===== config.mk =====
export PLATFORM = sky130hd
export DESIGN_NAME = watchdog_sleep_wakeup
export DESIGN_NICKNAME = d
export VERILOG_FILES = /design/src/include/watchdog_pkg.sv /design/src/watchdog_sleep_wakeup.sv
export VERILOG_INCLUDE_DIRS = /design/src /design/src/include
export SDC_FILE = /design/constraint.sdc
export NUM_CORES = 1
export LEC_CHECK = 0
export BUFFER_PORTS_ARGS = -buffer_cell sky130_fd_sc_hd__buf_2
export CORE_UTILIZATION = 47
export DETAILED_ROUTE_END_ITERATION = 8
export PLACE_DENSITY = 0.77
export SKIP_CTS_REPAIR_TIMING = 1
export SLEW_MARGIN = 20
export SYNTH_ARGS = -nofsm -noshare
export SYNTH_HDL_FRONTEND = slang
export SYNTH_SLANG_ARGS = --single-unit
export TNS_END_PERCENT = 1

===== constraint.sdc =====
create_clock -name pclk -period 2.3 [get_ports pclk]
set_input_delay 0.23 -clock pclk [delete_from_list [all_inputs] [get_ports pclk]]
set_output_delay 0.23 -clock pclk [all_outputs]
set_load 0.05 [all_outputs]

===== src/include/watchdog_defs.svh =====
`ifndef WATCHDOG_DEFS_SVH
`define WATCHDOG_DEFS_SVH
// Printed register indexes; the byte address is four times the index
`define OPTION_CONFIG_IDX 12'h0081
`define SLEEP_STATUS_IDX 12'h0082
`define IDX_SHIFT 2
// Field positions inside option_config
`define OPT_PSA_BIT 3
`define OPT_PS_LSB 0
`define OPT_PS_MSB 2
// Field positions inside sleep_status
`define ST_TO_BIT 4
`define ST_PD_BIT 3
`define ST_ASLEEP_BIT 0
// Reset values
`define OPTION_CONFIG_RST 8'hFF
`define SCALER_RST 8'h00
`define BASE_RST 8'h00
// Synchroniser reset: the master-clear stage rests high, the others low
`define SYNC_RST 4'h2
// Watchdog base period in oscillator ticks, as a counter width
`define WDT_BASE_W 8
`define WDT_BASE_MAX 8'hFF
// Sources able to run without on-chip clocks (one bit per flag)
`define WAKE_CAPABLE_MASK 8'hFF
`endif


===== src/include/watchdog_pkg.sv =====
package watchdog_pkg;
  // Power state of the core
  typedef enum logic {
    RUN,
    DOZE
  } power_state_t;
  // Instruction strobes from the core
  typedef struct packed {
    logic clear_watchdog_instr;
    logic sleep_instr;
  } core_cmd_t;
  // Interrupt flags with their individual enables
  typedef struct packed {
    logic [7:0] flags;
    logic [7:0] enables;
  } irq_req_t;
endpackage


===== src/watchdog_sleep_wakeup.sv =====
// Register access over APB is this design's own decision.
`timescale 1ns/10ps
`default_nettype none
`include "watchdog_defs.svh"
// Operation
// - Watchdog counts ticks of separate RC oscillator
// - Time-out while running resets device
// - Time-out while asleep wakes, no reset
// - Any time-out clears time-out flag
// - Config enable low disables watchdog while it stays low
// - One scaler shared, assigned by option bits
// - Clear or sleep resets watchdog and postscaler
// - Clear zeroes scaler when on watchdog, keeps its assignment
// - Sleep clears watchdog and power-down flag, sets time-out flag, stops oscillator
// - Ports hold their state during sleep
// - Master clear resets; others wake
// - Power-down flag set at power-up
// - Only clockless sources can wake
// - Sleep prefetches next instruction
// - Enabled source wakes regardless of global enable
// - Vector after wake only with global enable
// - Pending interrupt makes sleep a no-op
// - Late interrupt: full sleep, then wake
// - Interrupt response clears enable, vectors
module watchdog_sleep_wakeup
  import watchdog_pkg::*;
(
  input wire logic pclk,
  input wire logic presetn,
  input wire logic psel,
  input wire logic penable,
  input wire logic pwrite,
  input wire logic [11:0] paddr,
  input wire logic [31:0] pwdata,
  output logic [31:0] prdata,
  output logic pready,
  output logic pslverr,
  input wire logic wdt_osc_pin,
  input wire logic watchdog_config_enable,
  input wire logic master_clear_pin_n,
  input wire logic timer_src_tick,
  input wire watchdog_pkg::core_cmd_t core_cmd,
  input wire watchdog_pkg::irq_req_t irq_req,
  input wire logic global_irq_enable,
  output logic device_reset,
  output logic wake_pulse,
  output logic prefetch_next,
  output logic vector_load,
  output logic global_irq_clear,
  output logic main_osc_enable,
  output logic io_hold,
  output logic timer_tick,
  output logic timeout_flag_n,
  output logic powerdown_flag_n
);
  import watchdog_pkg::*;

  // Two-stage synchronisers for pins; stage one feeds only stage two
  logic [3:0] sync1;
  logic [3:0] sync2;
  logic osc_prev; // Previous synchronised oscillator level for edge detect
  // Registers
  logic [7:0] option_config; // Scaler assignment and ratio
  logic [7:0] scaler; // Shared scaler count
  logic [`WDT_BASE_W-1:0] base; // Watchdog base counter
  logic master_clear_pin_prev; // Master clear level last cycle
  power_state_t state;
  // Next values
  logic [7:0] next_option_config;
  logic [7:0] next_scaler;
  logic [`WDT_BASE_W-1:0] next_base;
  power_state_t next_state;
  logic next_osc_prev, next_master_clear_pin_prev;
  logic next_device_reset, next_wake_pulse, next_prefetch_next;
  logic next_vector_load, next_timeout_flag_n, next_powerdown_flag_n;
  logic next_timer_tick;
  logic [31:0] next_prdata;
  logic next_pready, next_pslverr;
  // Combinational helpers
  logic osc_edge, wdt_en, wdt_psa, base_wrap, timeout;
  logic pending_any, pending_wake, clr_wdt, sleep_go, master_clear_pin_fall;
  logic acc, hit_opt, hit_st;
  logic xfer_done; // Access phase completes at this edge
  logic [7:0] term;

  // Register index decode, shared by read and write paths
  function automatic logic reg_hit(input logic [11:0] addr, input logic [11:0] idx);
    reg_hit = (addr[1:0] == 2'b00) && (addr[11:`IDX_SHIFT] == idx[9:0]);
  endfunction

  // Scaler terminal count: watchdog 1:2^ps, timer 1:2^(ps+1)
  function automatic logic [7:0] ratio_term(input logic [2:0] ps, input logic scaler_assign_select);
    logic [7:0] t;
    t = (8'h01 << ps) - 8'h01;
    ratio_term = scaler_assign_select ? t : {t[6:0], 1'b1};
  endfunction

  // Pin synchronisers, kept apart from any logic
  always_ff @(posedge pclk or negedge presetn) begin
    if (!presetn) begin
      // Master-clear stage rests high so reset release shows no false fall
      sync1 <= `SYNC_RST;
      sync2 <= `SYNC_RST;
    end else begin
      sync1 <= {wdt_osc_pin, watchdog_config_enable, master_clear_pin_n, 1'b0};
      sync2 <= sync1;
    end
  end

  // Event decode
  always_comb begin
    osc_edge = sync2[3] && !osc_prev;
    wdt_en = sync2[2];
    wdt_psa = option_config[`OPT_PSA_BIT];
    base_wrap = osc_edge && (base == `WDT_BASE_MAX);
    term = ratio_term(option_config[`OPT_PS_MSB:`OPT_PS_LSB], wdt_psa);
    // Time-out when the base wraps and the postscaler (if any) is at its end
    timeout = wdt_en && base_wrap && (!wdt_psa || scaler == term);
    pending_any = |(irq_req.flags & irq_req.enables);
    // Only clockless sources can wake the core while asleep
    pending_wake = |(irq_req.flags & irq_req.enables & `WAKE_CAPABLE_MASK);
    clr_wdt = core_cmd.clear_watchdog_instr && state == RUN;
    // A sleep with an enabled flag already pending degenerates to a no-op
    sleep_go = core_cmd.sleep_instr && state == RUN && !pending_any;
    master_clear_pin_fall = master_clear_pin_prev && !sync2[1];
    acc = psel && penable && !pready;
    // The master samples ready high here; writes land at this edge and no other
    xfer_done = psel && penable && pready;
    hit_opt = reg_hit(paddr, `OPTION_CONFIG_IDX);
    hit_st = reg_hit(paddr, `SLEEP_STATUS_IDX);
  end

  // Watchdog and scaler next values
  always_comb begin
    next_osc_prev = sync2[3];
    next_base = base;
    next_scaler = scaler;
    next_timer_tick = 1'b0;
    if (osc_edge) begin
      next_base = base + `WDT_BASE_W'(1);
    end
    if (wdt_psa) begin
      // Assigned to the watchdog: counts base wraps
      if (base_wrap) begin
        next_scaler = (scaler == term) ? `SCALER_RST : scaler + 8'h01;
      end
    end else if (timer_src_tick) begin
      // Assigned to the timer: prescales its source
      next_timer_tick = (scaler == term);
      next_scaler = (scaler == term) ? `SCALER_RST : scaler + 8'h01;
    end
    // Clear and sleep both restart the watchdog
    if (clr_wdt || sleep_go || timeout) begin
      next_base = `BASE_RST;
      if (wdt_psa) begin
        next_scaler = `SCALER_RST;
      end
    end
    // Watchdog disabled by configuration holds the base counter at zero
    if (!wdt_en) begin
      next_base = `BASE_RST;
    end
  end

  // Power state and flags next values
  always_comb begin
    next_state = state;
    next_master_clear_pin_prev = sync2[1];
    next_device_reset = 1'b0;
    next_wake_pulse = 1'b0;
    next_prefetch_next = 1'b0;
    next_vector_load = 1'b0;
    next_timeout_flag_n = timeout_flag_n;
    next_powerdown_flag_n = powerdown_flag_n;
    case (state)
      RUN: begin
        if (sleep_go) begin
          next_state = DOZE;
          next_powerdown_flag_n = 1'b0;
          next_timeout_flag_n = 1'b1;
          next_prefetch_next = 1'b1;
        end else if (core_cmd.sleep_instr) begin
          next_prefetch_next = 1'b1;
        end
        if (timeout) begin
          next_device_reset = 1'b1;
          next_timeout_flag_n = 1'b0;
        end
        // Interrupt taken while running
        if (pending_any && global_irq_enable && !sleep_go) begin
          next_vector_load = 1'b1;
        end
      end
      DOZE: begin
        if (timeout) begin
          next_state = RUN;
          next_wake_pulse = 1'b1;
          next_timeout_flag_n = 1'b0;
        end else if (pending_wake) begin
          next_state = RUN;
          next_wake_pulse = 1'b1;
          next_vector_load = global_irq_enable;
        end
      end
      default: begin
        next_state = RUN;
      end
    endcase
    // Master clear always ends in a full reset, asleep or not
    if (master_clear_pin_fall) begin
      next_state = RUN;
      next_device_reset = 1'b1;
      next_wake_pulse = 1'b0;
      next_vector_load = 1'b0;
    end
  end

  // Bus slave next values; answers on the second access cycle
  always_comb begin
    next_option_config = option_config;
    next_pready = acc;
    next_pslverr = acc && !(hit_opt || hit_st);
    next_prdata = 32'h0000_0000;
    if (xfer_done && pwrite && hit_opt) begin
      // Clear of the watchdog by software leaves the assignment alone
      next_option_config = pwdata[7:0];
    end
    if (acc && !pwrite && hit_opt) begin
      next_prdata = {24'h00_0000, option_config};
    end
    if (acc && !pwrite && hit_st) begin
      next_prdata[`ST_TO_BIT] = timeout_flag_n;
      next_prdata[`ST_PD_BIT] = powerdown_flag_n;
      next_prdata[`ST_ASLEEP_BIT] = (state == DOZE);
    end
  end

  // State registers; flags come up set at power-up
  always_ff @(posedge pclk or negedge presetn) begin
    if (!presetn) begin
      osc_prev <= 1'b0;
      master_clear_pin_prev <= 1'b1;
      base <= `BASE_RST;
      scaler <= `SCALER_RST;
      option_config <= `OPTION_CONFIG_RST;
      state <= RUN;
      device_reset <= 1'b0;
      wake_pulse <= 1'b0;
      prefetch_next <= 1'b0;
      vector_load <= 1'b0;
      global_irq_clear <= 1'b0;
      main_osc_enable <= 1'b1;
      io_hold <= 1'b0;
      timer_tick <= 1'b0;
      timeout_flag_n <= 1'b1;
      powerdown_flag_n <= 1'b1;
      prdata <= 32'h0000_0000;
      pready <= 1'b0;
      pslverr <= 1'b0;
    end else begin
      osc_prev <= next_osc_prev;
      master_clear_pin_prev <= next_master_clear_pin_prev;
      base <= next_base;
      scaler <= next_scaler;
      option_config <= next_option_config;
      state <= next_state;
      device_reset <= next_device_reset;
      wake_pulse <= next_wake_pulse;
      prefetch_next <= next_prefetch_next;
      vector_load <= next_vector_load;
      global_irq_clear <= next_vector_load;
      main_osc_enable <= (next_state == RUN);
      io_hold <= (next_state == DOZE);
      timer_tick <= next_timer_tick;
      timeout_flag_n <= next_timeout_flag_n;
      powerdown_flag_n <= next_powerdown_flag_n;
      prdata <= next_prdata;
      pready <= next_pready;
      pslverr <= next_pslverr;
    end
  end
endmodule // watchdog_sleep_wakeup
`default_nettype wire


==> run_results.csv, run 1 <==
group,metric,value,unit
global_routing,antenna_found_initial,0,
synth,ys_warn_count,0,
clock_network,worstSkewPairLatency,310,ps
timing,fin_crit,2260,ps
worst_setup_path,crit_type,"flip-flop to flip-flop",
synth,synth_seq_cells,51,
floorplanning,rows,27,
global_routing,grt_pass1_wl,9.83,mm
floorplanning,start_util,0.499,
timing,final_hold_viol_count,0,
job,maxCapViolCount,0,
route,vias,2313,
pwr,leakage,1.60,nW
route,wl,5.95,mm
final_layout,final_common_cell,"buf_2",
final_layout,final_cell_area,0.00336,sq mm
pwr,power_switching,806,uW
worst_setup_path,crit_required,2480,ps
clock_network,tritoncts,"yes",
clock_network,cts_max_level,2,
pwr,power_density,678,mW/mm^2
worst_setup_path,r2r_setup_slack,40,ps
placement,place.gp.congestion,0.868,
clock_network,cts_root_buf,"clkbuf_8",
worst_setup_path,worst-path-max-fanout,6,
pwr,ir_drop,0.000460,V
final_layout,final_cell_mix,"buf_2 (67), dfrtp_1 (37), nor2_1 (28)",
global_routing,grt-ovfl-total,0,
status,outcome,"finished clean",
floorplanning,io_pins,116,
timing,fmax,0.442,GHz
route,initialDrtViolationCount,160,
timing,hold_slack,19.5,ps
worst_setup_path,startpoint_type,"flip-flop",
hold_path,min_path_type,"input pin to async pin",
route,vias_per_cell,5.35,
floorplanning,die_height,79.4,um
final_layout,final_cells,432,
final_layout,nets,433,
floorplanning,dieWidth,79.4,um
synth,synth_seq_area_share,0.460,
synth,syn_area,0.00282,sq mm
worst_setup_path,reg2reg_to,"state",
timing,maxSlewViolCount,0,
pwr,power.internal,1.47,mW
final_layout,syn2layout_area_growth,19.2,%
synth,synth_cell_type_count,61,
timing,rsz0062_at_grt,"yes",
worst_setup_path,endpoint_kind,"flip-flop",
worst_setup_path,worstReg2RegStart,"option_config[3]",
route,wl_per_cell,13.8,um
timing,setup_ws,39.0,ps
placement,dp_slack,-2.38,ps
synth,synth-edff-count,0,
timing,clock_skew,9.42,ps
pwr,combPwrFrac,0.298,
timing,tightest_slew,622,ps
worst_setup_path,worstPathArrival,2440,ps
route,ant_nets,0,
synth,syn_area_per_cell,10.1,sq um
global_routing,grt_max_degree,52,
pwr,clkPwrFrac,0.238,
final_layout,fill_cells,493,
placement,placed_cell_area,0.00323,sq mm
route,drt_pass1_iterations,4,
global_routing,track_usage,0.202,
synth,ys.flop_type,"dfrtp_1",
route,drc,0,
pwr,power,2.27,mW
synth,syn_inst,280,
clock_network,cts_buffers,5,
placement,numPortBuffers,67,
clock_network,clock-sinks,51,
clock_network,path_clk_slew,100,ps
pwr,seqPwrFrac,0.464,
timing,slew_headroom,0.585,
timing,setup_violations,0,
worst_setup_path,reg2reg_depth,7,
clock_network,cts.path.max_buffers,2,
floorplanning,core-area,0.00564,sq mm
pwr,swShare,0.354,
final_layout,layout-drive-gt1-share,0.353,
global_routing,grt_pass1_vias,2133,
final_layout,antennaDiodeCount,0,
placement,hpwl,4.36,mm
synth,async_reset_ff_frac,1.00,
timing,min_period_over_period,0.983,
floorplanning,floorplan.die_area,0.00630,sq mm
placement,dp.cells,423,
[area by class of cell]
type / instances / area (sq um) / area share
Clock buffer: 5 / 68.8 / 0.0205
Clock inverter: 3 / 27.5 / 0.00820
Inverter: 7 / 26.3 / 0.00783
Multi-Input combinational cell: 208 / 1360 / 0.405
Sequential cell: 51 / 1290 / 0.386
Tap cell: 72 / 90.1 / 0.0268
Timing Repair Buffer: 86 / 492 / 0.147
[flip-flops by register name, summed over array words and instances (netlist names), 3 cells and up]
signal         flops
sync2              3
sync1              3
scaler             8
base               8
prdata             8
option_config      8
[how the worst max path moves through the flow]
stage / start / to / slack [ps] / depth (start not counted)
2_1_floorplan: option_config[3] / scaler[1] / 200 / 7
3_3_place_gp: option_config[3] / scaler[5] / 9 / 7
3_5_place_dp: option_config[3] / scaler[5] / -2 / 7
4_1_cts: option_config[3] / scaler[5] / -30 / 7
5_1_grt: option_config[3] / global_irq_clear / -70 / 7
6_report: option_config[3] / state / 40 / 7
[metrics by stage]
step / utilization / setup TNS (ps)
3_5_place_dp: 0.572 / -2.38
3_3_place_gp: 0.572 / 0
5_1_grt: 0.595 / -229
2_1_floorplan: - / 0
6_report: 0.595 / 0
4_1_cts: 0.589 / -39.9
[per-layer routing]
metal	global-route usage	vias to the layer above	wire length (um)
met1	0.266	1077	2610
li1	-	1110	-
met5	0	-	0
met2	0.328	119	2840
met4	0.0800	0	90
met3	0.0366	7	410
[kinds of logic after synthesis]
| family | synth area share |
|---|---|
| AND/OR/NAND/NOR | 0.216 |
| AO/OA/AOI/OAI | 0.147 |
| flip-flops | 0.460 |
| buffers and inverters | 0.0933 |
| multiplexers | 0.0467 |
| XOR/XNOR | 0.0280 |
| adder cells (fa/ha/maj) | 0.00889 |
| other | 0.00133 |
[Yosys cell counts (4+ instances only)]
cell type	instances	share of area
mux2_2	9	0.036
and2_1	8	0.018
clkbuf_1	10	0.013
inv_1	7	0.0093
nor2_1	28	0.037
o22ai_1	5	0.011
xnor2_1	4	0.012
xor2_1	5	0.016
dfrtp_1	37	0.33
a22oi_1	8	0.021
nand4_1	4	0.0089
dfstp_2	14	0.13
nand2_1	14	0.019
nor3b_1	4	0.011
a21oi_1	12	0.021
nand3_1	11	0.020
nor2b_1	9	0.020
buf_4	26	0.069
[power by group through the flow]
stage | Combinational [mW] | Sequential, mW | Clock, mW
floorplan | 0.486 | 1.06 | 0
global placement | 0.636 | 1.06 | 0
detailed placement | 0.652 | 1.07 | 0
CTS | 0.660 | 1.05 | 0.552
global route | 0.742 | 1.06 | 0.594
finish | 0.678 | 1.06 | 0.541
[critical path, stage by stage (launching register included)]
cell,delay (ps)
dfstp_2,540
or4b_4,470
or3_1,330
nand3_2,120
buf_6,110
a41oi_4,140
nor3b_4,310
a21oi_1,120
No activity file was read; power rests on OpenSTA's default activity.
==> inputs of run 2 (changes only) <==
--- a/config.mk
+++ b/config.mk
@@ -9,7 +9,7 @@
 export BUFFER_PORTS_ARGS = -buffer_cell sky130_fd_sc_hd__buf_2
 export CORE_UTILIZATION = 47
 export DETAILED_ROUTE_END_ITERATION = 8
-export PLACE_DENSITY = 0.77
+export PLACE_DENSITY = 0.82
 export SKIP_CTS_REPAIR_TIMING = 1
 export SLEW_MARGIN = 20
 export SYNTH_ARGS = -nofsm -noshare
==> run 2 against run 1 <==
Against the previous run: final cell count decreased by 0.46%; largest cell class unchanged; register-to-register slack improved by 30 ps; die area unchanged; clock power shrank 1%; cell area fell by 0.60%; first-iteration DRC count increased by 10%; highest routed layer unchanged; maximum frequency rose by 1.5%.
==> run_results.csv, run 2 (synthesis gave the netlist of run 1 again) <==
group,metric,value,unit
timing,setup_tns,0,ps
clock_network,cts_root_buf,"clkbuf_8",
final_layout,layout-drive-gt1-share,0.349,
clock_network,worstSkewPairLatency,310,ps
worst_setup_path,worst-path-max-fanout,8,
placement,hpwl,4.76,mm
worst_setup_path,endpoint_kind,"flip-flop",
final_layout,final_cell_mix,"buf_2 (67), dfrtp_1 (37), nor2_1 (28)",
worst_setup_path,worstPathCellList,"or4b_4 > or3_4 > nand3_4 > nand4_2 > buf_6 > a22oi_1 > o22ai_1",
global_routing,grt_pass1_wl,10.5,mm
global_routing,antenna_found_initial,0,
timing,tightest_slew,632,ps
final_layout,syn2layout_area_growth,18.5,%
global_routing,grt_pass1_vias,2365,
clock_network,clock-sinks,51,
worst_setup_path,crit_required,2470,ps
placement,place.gp.congestion,0.894,
floorplanning,core-area,0.00564,sq mm
placement,dp.cells,420,
route,vias,2365,
timing,rsz0062_at_grt,"no",
worst_setup_path,worst_path_largest_cell_delay,540,ps
timing,clock_skew,11.0,ps
timing,fmax,0.449,GHz
timing,maxSlewViolCount,0,
global_routing,grt.busiest_layer,"met2",
worst_setup_path,startpoint_type,"flip-flop",
global_routing,grt-ovfl-total,0,
floorplanning,floorplan.die_area,0.00630,sq mm
timing,setup_violations,0,
route,drc,0,
global_routing,grt_use_met1,0.262,
clock_network,path_clk_slew,100,ps
global_routing,grt_max_degree,30,
floorplanning,die_height,79.4,um
hold_path,min_path_type,"input pin to flip-flop",
timing,fin_crit,2230,ps
timing,slew_headroom,0.576,
worst_setup_path,crit_family,"simple AND/OR/NAND/NOR gates",
floorplanning,dieWidth,79.4,um
pwr,power_density,669,mW/mm^2
floorplanning,start_util,0.499,
final_layout,fill_cells,482,
final_layout,nets,431,
final_layout,final_common_cell,"buf_2",
route,drt_pass1_iterations,4,
status,outcome,"finished clean",
pwr,ir_drop,0.000389,V
worst_setup_path,crit_buf_inv,1,
route,wl_per_cell,14.7,um
worst_setup_path,crit_type,"flip-flop to flip-flop",
worst_setup_path,worstPathArrival,2400,ps
clock_network,tritoncts,"yes",
final_layout,final_cells,430,
timing,final_hold_viol_count,0,
clock_network,cts.path.max_buffers,2,
route,ant_nets,0,
job,maxCapViolCount,0,
global_routing,met3_usage,0.0400,
worst_setup_path,cp_slowest_cell,"dfstp_2",
floorplanning,io_pins,116,
route,vias_per_cell,5.50,
route,initialDrtViolationCount,176,
route,wl,6.33,mm
placement,numPortBuffers,67,
global_routing,track_usage,0.216,
clock_network,cts_max_level,2,
timing,min_period_over_period,0.969,
global_routing,globalRouteMet2Util,0.370,
floorplanning,rows,27,
pwr,leakage,1.59,nW
clock_network,cts_buffers,5,
final_layout,antennaDiodeCount,0,
==> run 2: changes by cell type in the layout (fill, tap and decap cells not counted), sizes merged <==
cell and change:
dlygate4sd3 +1, buf -3, clkbuf +1, clkinv +1, clkinvlp -1, inv -1
==> run 2: layout make-up <==
cell class,instances,area (sq um),share of cell area
clock buffers,6,72.6,0.0218
multi-input cells,208,1360,0.409
flip-flops and latches,51,1290,0.388
inverters,7,26.3,0.00788
clock inverters,2,17.5,0.00525
well taps,72,90.1,0.0270
repair buffers,84,472,0.141
==> run 2: routing by layer <==
layer | wire [um] | vias to the layer above | share of wire
met5 | 0 | - | 0
met4 | 123 | 0 | 0.019
met3 | 389 | 9 | 0.061
met2 | 3240 | 109 | 0.51
met1 | 2580 | 1138 | 0.41
li1 | - | 1109 | -
==> run 2: worst paths after layout <==
| path | start | end | slack (ps) | cells after the start |
|---|---|---|---|---|
| worst max register to register | option_config[3] | scaler[3] | 70 | 7 |
| max in group asynchronous | presetn | main_osc_enable | 1400 | 3 |
| worst max-delay path | option_config[3] | scaler[3] | 70 | 7 |
| min in group asynchronous | presetn | scaler[7] | 260 | 2 |
| worst min-delay path | watchdog_config_enable | sync1[2] | 20 | 1 |
| worst min register to register | sync1[2] | sync2[2] | 360 | 0 |
==> run 2: per-stage QoR <==
step	total power, mW	setup slack [ps]	util	cell area (sq um)	hold WS (ps)
3_5_place_dp	1.69	64.5	0.568	3200	73.3
4_1_cts	2.23	39.2	0.584	3290	-271
6_report	2.23	71.9	0.591	3340	24.4
5_1_grt	2.35	2.06	0.591	3340	8.48
3_3_place_gp	1.67	101	0.568	3200	75.5
2_1_floorplan	1.55	204	-	2900	-65.6
==> run 2: power by group <==
part           internal (mW)  switching [mW]  leakage, nW
Sequential             0.968           0.109        0.617
Clock                  0.219           0.315       0.0454
Combinational          0.252           0.368        0.925
Total                   1.44           0.793         1.59
==> inputs of run 3 (changes only) <==
--- a/config.mk
+++ b/config.mk
@@ -9,9 +9,9 @@
 export BUFFER_PORTS_ARGS = -buffer_cell sky130_fd_sc_hd__buf_2
 export CORE_UTILIZATION = 47
 export DETAILED_ROUTE_END_ITERATION = 8
+export MAX_ROUTING_LAYER = met4
 export PLACE_DENSITY = 0.82
 export SKIP_CTS_REPAIR_TIMING = 1
-export SLEW_MARGIN = 20
 export SYNTH_ARGS = -nofsm -noshare
 export SYNTH_HDL_FRONTEND = slang
 export SYNTH_SLANG_ARGS = --single-unit
==> run 3 against run 2 <==
Against the previous run: critical path depth unchanged; die area unchanged; critical endpoint unchanged; sequential share of layout area unchanged; highest routed layer unchanged; via count up 0.68%; non-clock buffer count unchanged; clock skew down 1.1 ps; critical path type unchanged.
==> run_results.csv, run 3 (synthesis gave the netlist of run 1 again) <==
group,metric,value,unit
route,initialDrtViolationCount,185,
floorplanning,start_util,0.499,
timing,hold_slack,21.4,ps
clock_network,cts_root_buf,"clkbuf_8",
worst_setup_path,worst-path-max-fanout,8,
final_layout,final_cells,430,
floorplanning,die_height,79.4,um
final_layout,final_cell_mix,"buf_2 (67), dfrtp_1 (37), nor2_1 (28)",
clock_network,path_clk_slew,100,ps
pwr,power.internal,1.44,mW
clock_network,cts.path.max_buffers,2,
timing,clock_skew,9.92,ps
pwr,power_density,671,mW/mm^2
timing,slew_headroom,0.568,
worst_setup_path,cp_slowest_cell,"dfstp_2",
global_routing,grt_pass1_wl,10.6,mm
hold_path,min_path_type,"input pin to flip-flop",
global_routing,grt_max_degree,30,
worst_setup_path,crit_required,2470,ps
clock_network,worstSkewPairLatency,310,ps
worst_setup_path,crit_type,"flip-flop to flip-flop",
floorplanning,core-area,0.00564,sq mm
route,ant_nets,0,
timing,rsz0062_at_grt,"no",
final_layout,utilization,0.591,
route,wl_per_cell,14.8,um
final_layout,final_common_cell,"buf_2",
timing,setup_violations,0,
floorplanning,rows,27,
route,vias,2381,
worst_setup_path,startpoint_type,"flip-flop",
pwr,seqPwrFrac,0.482,
final_layout,fill_cells,482,
floorplanning,floorplan.die_area,0.00630,sq mm
clock_network,tritoncts,"yes",
timing,fmax,0.448,GHz
timing,min_period_over_period,0.971,
clock_network,cts_buffers,5,
final_layout,antennaDiodeCount,0,
floorplanning,dieWidth,79.4,um
final_layout,syn2layout_area_growth,18.5,%
pwr,swShare,0.357,
placement,dp.cells,420,
worst_setup_path,worstPathArrival,2400,ps
final_layout,nets,431,
route,drc,0,
timing,final_hold_viol_count,0,
timing,fin_crit,2230,ps
route,drt_pass1_iterations,4,
global_routing,grt_pass1_vias,2359,
placement,numPortBuffers,67,
route,vias_per_cell,5.54,
status,outcome,"finished clean",
worst_setup_path,r2r_setup_slack,70,ps
global_routing,track_usage,0.223,
pwr,leakage,1.59,nW
pwr,ir_drop,0.000389,V
timing,maxSlewViolCount,0,
placement,hpwl,4.76,mm
placement,place.gp.congestion,0.910,
pwr,clkPwrFrac,0.240,
global_routing,grt-ovfl-total,0,
clock_network,clock-sinks,51,
job,maxCapViolCount,0,
pwr,combPwrFrac,0.278,
global_routing,antenna_found_initial,0,
pwr,power_switching,798,uW
clock_network,cts_max_level,2,
floorplanning,io_pins,116,
route,wl,6.38,mm
final_layout,layout-drive-gt1-share,0.349,
pwr,power,2.24,mW
timing,setup_tns,0,ps
worst_setup_path,worst_path_largest_cell_delay,540,ps
timing,tightest_slew,643,ps
worst_setup_path,worstPathCellList,"or4b_4 > or3_4 > nand3_4 > nand4_2 > buf_6 > a22oi_1 > o22ai_1",
worst_setup_path,endpoint_kind,"flip-flop",
==> run 3: cell counts in the layout (fill, tap and decap cells not counted) <==
Identical to the previous run, type by type.
==> run 3: worst paths after layout <==
check,end,from,cells after the start
worst min register to register,sync2[2],sync1[2],0
max in group asynchronous,sync2[1],presetn,3
worst max-delay path,scaler[3],option_config[3],7
worst min-delay path,sync1[2],watchdog_config_enable,1
min in group asynchronous,scaler[7],presetn,2
worst max register to register,scaler[3],option_config[3],7
==> run 3: per-stage QoR <==
step | setup WS (ps) | area, sq um
CTS | 39.2 | 3290
finish | 67.7 | 3340
floorplan | 204 | 2900
global placement | 101 | 3200
detailed placement | 64.5 | 3200
global route | 2.06 | 3340
==> run 3: layer usage <==
layer  track usage  up-vias  share of wire
met3        0.0411       10          0.061
met5             -        -              0
li1              -     1106              -
met2         0.371      113           0.51
met1         0.266     1152           0.41
met4        0.0982        0          0.019
==> run 3: worst max-delay path: cells and delay by family (launching register included) <==
| kind | cells | cell delay [ps] |
|---|---|---|
| AO/OA/AOI/OAI | 2 | 260 |
| buffers and inverters | 1 | 180 |
| flip-flops | 1 | 540 |
| AND/OR/NAND/NOR | 4 | 1100 |
==> run 3: cell type report <==
class | instances | area (sq um) | area share
Multi-Input combinational cell | 208 | 1360 | 0.409
Sequential cell | 51 | 1290 | 0.388
Timing Repair Buffer | 84 | 472 | 0.141
Tap cell | 72 | 90.1 | 0.0270
Clock buffer | 6 | 72.6 | 0.0218
Inverter | 7 | 26.3 | 0.00788
Clock inverter | 2 | 17.5 | 0.00525
==> run 3: power groups by stage <==
stage               Clock (mW)  Sequential, mW  Combinational (mW)
floorplan                    0            1.06               0.486
global placement             0            1.08               0.588
detailed placement           0            1.09               0.608
CTS                      0.550            1.07               0.611
global route             0.585            1.09               0.675
finish                   0.538            1.08               0.621
